<file path="src/hdop_pkg.sv">
// constants, register map and state type of the handler digital output port
package hdop_pkg;

  // clock and timing
  localparam int unsigned CLK_MHZ          = 40;       // system clock rate
  localparam int unsigned SKEW_US          = 10;       // category setup and hold around the strobe
  localparam int unsigned SKEW_CYC         = SKEW_US * CLK_MHZ;
  localparam int unsigned DELAY_DEF_US     = 100;      // auto-clear delay after reset
  localparam int unsigned DELAY_DEF_CYC    = DELAY_DEF_US * CLK_MHZ;
  localparam int unsigned DELAY_MAX_S      = 60;       // longest auto-clear delay
  localparam longint unsigned DELAY_MAX_CYC = longint'(DELAY_MAX_S) * 1000000 * CLK_MHZ;

  // register byte addresses
  localparam logic [7:0] ADDR_IDLE_PATTERN = 8'h00;    // programmed idle pattern, rw
  localparam logic [7:0] ADDR_CONTROL      = 8'h04;    // port configuration, rw
  localparam logic [7:0] ADDR_CLEAR_DELAY  = 8'h08;    // auto-clear delay in clock cycles, rw
  localparam logic [7:0] ADDR_COMMAND      = 8'h0C;    // action bits, write only
  localparam logic [7:0] ADDR_ACTUAL       = 8'h10;    // pattern on the lines, ro
  localparam logic [7:0] ADDR_STATUS       = 8'h14;    // sequencer state, ro

  // control field positions
  localparam int unsigned CTL_WIDTH_BIT    = 0;        // port_width_select: 0 three, 1 four lines
  localparam int unsigned CTL_FUNC_BIT     = 1;        // line_four_function: 0 strobe, 1 busy
  localparam int unsigned CTL_POL_BIT      = 2;        // line_four_polarity: 1 active high
  localparam int unsigned CTL_AUTO_BIT     = 3;        // auto-clear enable
  localparam logic [3:0]  CTL_RESET        = 4'h8;     // three-bit, strobe, active low, auto-clear on

  // command field positions
  localparam int unsigned CMD_CLEAR_BIT    = 0;        // immediate clear

  localparam logic [3:0]  IDLE_RESET       = 4'h0;     // idle pattern after reset
  localparam logic [3:0]  LINES_RESET      = 4'h8;     // idle zero, line four inactive high (active low)

  // output sequencer
  typedef enum logic [2:0] {
    ST_IDLE,     // idle pattern on the lines
    ST_SETUP,    // category lines set, strobe not yet active
    ST_STROBE,   // strobe active for the auto-clear delay
    ST_HOLD,     // strobe gone, categories still held
    ST_HELD      // categories held until a clear command or a new result
  } hdop_state_t;

endpackage : hdop_pkg

</file>
<file path="src/hdop_timer.sv">
// down counter that times one interval of the output sequencer
`timescale 1ns/1ps
module hdop_timer #(
  parameter int unsigned WIDTH = 32
) (
  input  wire logic             clock_in,
  input  wire logic             rstn_in,
  input  wire logic             load_in,   // start a new interval
  input  wire logic [WIDTH-1:0] value_in,  // interval length in cycles, at least one
  output logic                  done_out   // last cycle of the interval
);

  logic [WIDTH-1:0] count_r;               // cycles left

  // load wins over counting so back-to-back intervals join seamlessly
  always_ff @(posedge clock_in or negedge rstn_in) begin
    if (!rstn_in) begin
      count_r <= '0;
    end else if (load_in) begin
      count_r <= value_in;
    end else if (count_r != '0) begin
      count_r <= count_r - WIDTH'(1);
    end
  end

  // a value of n gives n cycles from the load edge to the edge after done
  assign done_out = (count_r == WIDTH'(1));

endmodule : hdop_timer

</file>
<file path="src/hdop_port.sv">
// handler digital output port: register file, output sequencer and line drivers
//
// The implementer's own choices: the strobed register port and the address map.
`timescale 1ns/1ps
module hdop_port
  import hdop_pkg::*;
#(
  parameter longint unsigned MAX_DELAY_CYC = DELAY_MAX_CYC,  // cap on the auto-clear delay
  parameter int unsigned     SKEW_CYCLES   = SKEW_CYC        // setup and hold of category lines
) (
  input  wire logic        clock_in,
  input  wire logic        rstn_in,
  // register port
  input  wire logic [7:0]  addr_in,
  input  wire logic [31:0] wdata_in,
  input  wire logic        wr_in,
  input  wire logic        rd_in,
  output logic      [31:0] rdata_out,
  // limit-test result and instrument busy
  input  wire logic [3:0]  result_pattern_in,   // pass or fail category pattern
  input  wire logic        result_valid_in,     // one-cycle pulse: present the pattern
  input  wire logic        busy_in,             // instrument busy level
  // handler lines, bit 0 is line one
  output logic      [3:0]  lines_out
);

  localparam logic [31:0] SKEW_LOAD = 32'(SKEW_CYCLES);
  localparam logic [31:0] DELAY_CAP = 32'(MAX_DELAY_CYC);

  logic [3:0]  idle_r;          // programmed idle pattern
  logic [3:0]  ctl_r;           // port configuration
  logic [31:0] delay_r;         // auto-clear delay in cycles
  logic [3:0]  result_r;        // category pattern of the present result
  logic [3:0]  lines_r;         // registered line drive
  logic [3:0]  lines_nxt;
  logic [31:0] rdata_r;
  hdop_state_t state_r;
  hdop_state_t state_nxt;
  logic        clear_cmd;       // immediate clear written this cycle
  logic        load;            // start a timed interval
  logic [31:0] load_val;
  logic        tmr_done;
  logic [3:0]  cat;             // category pattern in force
  logic        four_bit;
  logic        busy_mode;
  logic        pol_high;
  logic        auto_en;
  logic        strobe_act;

  assign four_bit  = ctl_r[CTL_WIDTH_BIT];
  assign busy_mode = ctl_r[CTL_FUNC_BIT];
  assign pol_high  = ctl_r[CTL_POL_BIT];
  assign auto_en   = ctl_r[CTL_AUTO_BIT];
  assign clear_cmd = wr_in && (addr_in == ADDR_COMMAND) && wdata_in[CMD_CLEAR_BIT];

  // idle pattern register; all four bits are kept, three-bit mode just leaves bit 3 unused
  always_ff @(posedge clock_in or negedge rstn_in) begin
    if (!rstn_in) begin
      idle_r <= IDLE_RESET;
    end else if (wr_in && addr_in == ADDR_IDLE_PATTERN) begin
      idle_r <= wdata_in[3:0];
    end
  end

  // configuration register
  always_ff @(posedge clock_in or negedge rstn_in) begin
    if (!rstn_in) begin
      ctl_r <= CTL_RESET;
    end else if (wr_in && addr_in == ADDR_CONTROL) begin
      ctl_r <= wdata_in[3:0];
    end
  end

  // delay register; values past the longest delay saturate rather than wrap
  always_ff @(posedge clock_in or negedge rstn_in) begin
    if (!rstn_in) begin
      delay_r <= 32'(DELAY_DEF_CYC);
    end else if (wr_in && addr_in == ADDR_CLEAR_DELAY) begin
      delay_r <= (wdata_in > DELAY_CAP) ? DELAY_CAP : wdata_in;
    end
  end

  // result latch: taken only when a new result may start
  always_ff @(posedge clock_in or negedge rstn_in) begin
    if (!rstn_in) begin
      result_r <= IDLE_RESET;
    end else if (result_valid_in && !clear_cmd && (state_r == ST_IDLE || state_r == ST_HELD)) begin
      result_r <= result_pattern_in;
    end
  end

  // sequencer next state and interval loads; clear takes priority over everything
  always_comb begin
    state_nxt = state_r;
    load      = 1'b0;
    load_val  = SKEW_LOAD;
    if (clear_cmd) begin
      state_nxt = ST_IDLE;
    end else begin
      unique case (state_r)
        ST_IDLE, ST_HELD: begin
          if (result_valid_in) begin          // results arriving mid-sequence are dropped
            state_nxt = ST_SETUP;
            load      = 1'b1;
          end
        end
        ST_SETUP: begin
          if (tmr_done) begin
            load = 1'b1;
            if (delay_r == '0) begin          // zero delay: no strobe at all
              state_nxt = ST_HOLD;
            end else begin
              state_nxt = ST_STROBE;
              load_val  = delay_r;
            end
          end
        end
        ST_STROBE: begin
          if (tmr_done) begin
            state_nxt = ST_HOLD;
            load      = 1'b1;
          end
        end
        ST_HOLD: begin
          if (tmr_done) begin
            state_nxt = auto_en ? ST_IDLE : ST_HELD;
          end
        end
      endcase
    end
  end

  // sequencer state
  always_ff @(posedge clock_in or negedge rstn_in) begin
    if (!rstn_in) begin
      state_r <= ST_IDLE;
    end else begin
      state_r <= state_nxt;
    end
  end

  hdop_timer #(
    .WIDTH    (32)
  ) u_timer (
    .clock_in (clock_in),
    .rstn_in  (rstn_in),
    .load_in  (load),
    .value_in (load_val),
    .done_out (tmr_done)
  );

  // line drive: categories span setup, strobe and hold, so they bracket line four
  always_comb begin
    cat        = (state_r == ST_IDLE) ? idle_r : result_r;
    strobe_act = (state_r == ST_STROBE);
    lines_nxt  = cat;
    if (busy_mode) begin
      lines_nxt[3] = pol_high ? busy_in : !busy_in;
    end else if (!four_bit) begin
      lines_nxt[3] = pol_high ? strobe_act : !strobe_act;
    end else begin
      lines_nxt[3] = cat[3];
    end
  end

  // output flops keep the lines glitch free toward the handler
  always_ff @(posedge clock_in or negedge rstn_in) begin
    if (!rstn_in) begin
      lines_r <= LINES_RESET;   // three-bit strobe mode, active low: line four inactive high
    end else begin
      lines_r <= lines_nxt;
    end
  end

  assign lines_out = lines_r;

  // read data stands the cycle after the strobe only
  always_ff @(posedge clock_in or negedge rstn_in) begin
    if (!rstn_in) begin
      rdata_r <= '0;
    end else if (rd_in) begin
      unique case (addr_in)
        ADDR_IDLE_PATTERN: rdata_r <= {28'h000_0000, idle_r};
        ADDR_CONTROL:      rdata_r <= {28'h000_0000, ctl_r};
        ADDR_CLEAR_DELAY:  rdata_r <= delay_r;
        ADDR_ACTUAL:       rdata_r <= {28'h000_0000, lines_r};
        ADDR_STATUS:       rdata_r <= {29'h0000_0000, state_r};
        default:           rdata_r <= '0;                         // command and unmapped
      endcase
    end else begin
      rdata_r <= '0;
    end
  end

  assign rdata_out = rdata_r;

  // checking helpers: cycles spent in the present state, and whether control was written
  logic [31:0] dwell_r;
  logic        ctl_written_r;

  always_ff @(posedge clock_in or negedge rstn_in) begin
    if (!rstn_in) begin
      dwell_r       <= '0;
      ctl_written_r <= 1'b0;
    end else begin
      dwell_r       <= (state_nxt != state_r) ? 32'h0000_0000 : dwell_r + 32'h0000_0001;
      ctl_written_r <= ctl_written_r || (wr_in && addr_in == ADDR_CONTROL);
    end
  end
endmodule : hdop_port

</file>
<file path="config.mk">
export PLATFORM = sky130hd
export DESIGN_NAME = hdop_port
export DESIGN_NICKNAME = d
export VERILOG_FILES = /design/src/hdop_pkg.sv /design/src/hdop_timer.sv /design/src/hdop_port.sv
export SDC_FILE = /design/constraint.sdc
export NUM_CORES = 1
export LEC_CHECK = 0
export ABC_AREA = 1
export BUFFER_PORTS_ARGS = -buffer_cell sky130_fd_sc_hd__buf_2
export CORE_MARGIN = 2
export CORE_UTILIZATION = 55
export CTS_CLUSTER_SIZE = 8
export DETAILED_ROUTE_END_ITERATION = 8
export GPL_ROUTABILITY_DRIVEN = 0
export GPL_TIMING_DRIVEN = 0
export MAX_ROUTING_LAYER = met4
export PLACE_DENSITY = 0.77
export SYNTH_ARGS = -nofsm -noshare
export SYNTH_HDL_FRONTEND = slang
export SYNTH_SLANG_ARGS = --single-unit
</file>
<file path="constraint.sdc">
create_clock -name clock_in -period 2.25 [get_ports clock_in]
set_clock_uncertainty 0.1 [all_clocks]
set_input_delay 0.1125 -clock clock_in [delete_from_list [all_inputs] [get_ports clock_in]]
set_output_delay 0.1125 -clock clock_in [all_outputs]
set_load 0.005 [all_outputs]
</file>
==> impl_metrics.tcl <==
set metrics [dict create \
    wl_per_cell_um 15.1 \
    slew_violations 0 \
    synth_nets 909 \
    drt_first_pass_iters 5 \
    cp_top_family "simple AND/OR/NAND/NOR gates" \
    drive_gt1_frac 0.184 \
    antenna_found_initial 0 \
    fmax_ghz 0.477 \
    start_util 0.559 \
    status "finished clean" \
    fp.dieW_um 111 \
    hold_class "in2reg" \
    cp_slowest_cell "dfrtp_1" \
    clkPwrFrac 0.357 \
    die_h_um 111 \
    cts_tree "yes" \
    multi_input_area_mm2 0.00301 \
    post-route-period-util 0.932 \
    clkTransAtPathRegs_ps 50 \
    dieArea_mm2 0.0124 \
    cts_setup_buffers 0 \
    n_antenna_cell 0 \
    cp_data_required_time_ps 2460 \
    power.internal_uw 5060 \
    synth-seq-area-share 0.456 \
    end_kind "flop" \
    cts-root-buf "clkbuf_16" \
    final_cell_mix "260 x nand2_1, 153 x nor2_1, 107 x dfrtp_1, 89 x buf_2, 84 x nand3_1" \
    drt_iter0_drc 510 \
    drt-total-wl_um 17400 \
    synthesis.area_mm2 0.00633 \
    cts_buffers 17 \
    fill_cells 934 \
    synth_cells 857 \
    ys_ff_latch 115 \
    cp.arrival_ps 2310 \
    grt_pass1_vias 6018 \
    tightest_slew_ps 569 \
    finalInstanceArea_mm2 0.00796 \
    hold_viol 0 \
    fin_tns_setup_ps 0 \
    max-clock-path-buffers 2 \
    area_growth_pct 25.7 \
    crit_path_cell_trace "inv_1 > ha_1 > nand2_2 > nor2_4 > nand2_1 > nor2_4 > inv_2 > nor2_8 > buf_6 > nor2_2" \
    rows 39 \
    max-slew-margin-rel 0.621 \
    yosysWarnings 0 \
    cp_num_buf_inv 3 \
    cpPeakStageDelay_ps 410 \
    dp_hpwl_um 12300 \
    mostFrequentLayoutCell "nand2_1" \
    regArea_mm2 0.00289 \
    grt_usage 0.306 \
    dpl_cell_area_mm2 0.00697 \
    hold_ws_ps 20.3 \
    synth_cell_types 35 \
    drc 0 \
    grt_setup_unrepaired "no" \
    viasPerCell 5.28 \
    vias 6099 \
    power_density_mw_per_mm2 972 \
    cp-start-kind "flop" \
    cp_max_fo 10 \
    setup_viol 0 \
    grt_pass1_wl_um 29000 \
    setup_slack_ps 153 \
    htree_num_levels 4 \
    period_minus_slack_ps 2100 \
    io_buffers 84 \
    p_comb_frac 0.283 \
    clkLatencyLatePin_ps 430 \
    layout.nets 1052 \
    max-vdd-ir-drop_uv 841 \
    path_common_cell "nor2_4" \
    synth_area_per_cell_um2 7.39 \
    grt_max_degree 87 \
    worst-setup-path-type "reg2reg" \
    p_leak_uw 0.00411 \
    reg2reg_slack_ps 150 \
    overflow 0 \
    switching_share 0.347 \
    cts.sinks 115 \
    ant_nets 0 \
    cap_viol_max_count 0 \
    p_sw_uw 2680 \
    power_frac_seq 0.361 \
    dpl_worst_slack_ps 119 \
    coreArea_mm2 0.0113 \
    pin_count 86 \
]
[per-stage QoR]
stage                     total power, µW  instances  utilization
final                                7740       1156        0.703
after global routing                 8180       1156        0.703
after CTS                            7720       1156        0.703
after detailed placement             4910       1085        0.615
after global placement               4850       1084        0.612
after floorplan                      4340        857            -
[worst register-to-register path, delay by kind of cell (launching register included)]
| family | cells | cell delay, ps |
|---|---|---|
| buffers and inverters | 3 | 390 |
| and+or+nand+nor | 6 | 890 |
| DFF | 1 | 410 |
| adders and majority gates | 1 | 200 |
[cells in the mapped netlist (all sizes together)]
library cell | count | area [µm²]
a21oi | 13 | 87.6
o21ai | 17 | 85.1
dfstp | 8 | 210
nand3b | 1 | 7.51
nor3 | 19 | 95.1
and2 | 1 | 6.26
nand4 | 15 | 93.8
o21bai | 1 | 7.51
o22ai | 4 | 25.0
nand2 | 274 | 1090
xor2 | 17 | 149
o211ai | 1 | 7.51
inv | 75 | 282
nor4 | 1 | 6.26
ha | 2 | 25.0
clkbuf | 10 | 37.5
xnor2 | 6 | 52.6
nor2 | 183 | 817
o31ai | 1 | 7.51
nand3 | 85 | 438
dfrtp | 107 | 2680
buf | 16 | 124
[routing by layer]
metal,track usage,wire (µm),up-vias
met4,0.120,490,0
met2,0.470,8300,204
li1,-,-,2988
met1,0.392,7510,2867
met3,0.0782,1110,40
met5,-,0,-
[power groups by stage]
stage	registers [µW]	logic, µW	clock network [µW]
detailed placement	2810	2100	0
global placement	2800	2040	0
CTS	2780	2170	2760
finish	2790	2190	2760
floorplan	2730	1610	0
global route	2840	2480	2870
[cell type report]
type,instances,area share
Buffer,26,0.0203
Clock buffer,23,0.0588
Clock inverter,9,0.0165
Inverter,75,0.0353
Multi-Input combinational cell,641,0.378
Sequential cell,115,0.363
Tap cell,143,0.0225
Timing Repair Buffer,124,0.106
[flip-flops by register name, indices dropped and copies added (netlist names)]
name and flops:
idle_r 4, ctl_r 4, state_r 3, result_r 4, rdata_out 32, delay_r 32
lines_out 4, u_timer.count_r 32
[kinds of logic (layout without fill, tap and decap cells)]
family	Yosys count	count (layout)	synth area share
simple gates	579	579	0.404
xor+xnor	23	23	0.0318
fa+ha+maj	2	2	0.00395
buf+inv	101	257	0.0699
compound gates	37	37	0.0348
flops	115	115	0.456
[worst paths after layout]
kind                               startpoint             endpoint  depth (start not counted)
setup / recovery           u_timer.count_r[0]  u_timer.count_r[25]                         10
hold / removal                          rd_in         rdata_out[7]                          3
setup reg to reg           u_timer.count_r[0]  u_timer.count_r[25]                         10
hold reg to reg                   delay_r[10]          delay_r[10]                          2
max in group asynchronous             rstn_in  u_timer.count_r[27]                          3
min in group asynchronous             rstn_in             ctl_r[1]                          2
[repair_timing]
action                                  CTS  global route
endpoints found under the setup margin    0            10
hold endpoints to repair                154             0
resized for setup                         0             2
hold buffers                             39             0
Power figures use the tool's default switching activity.
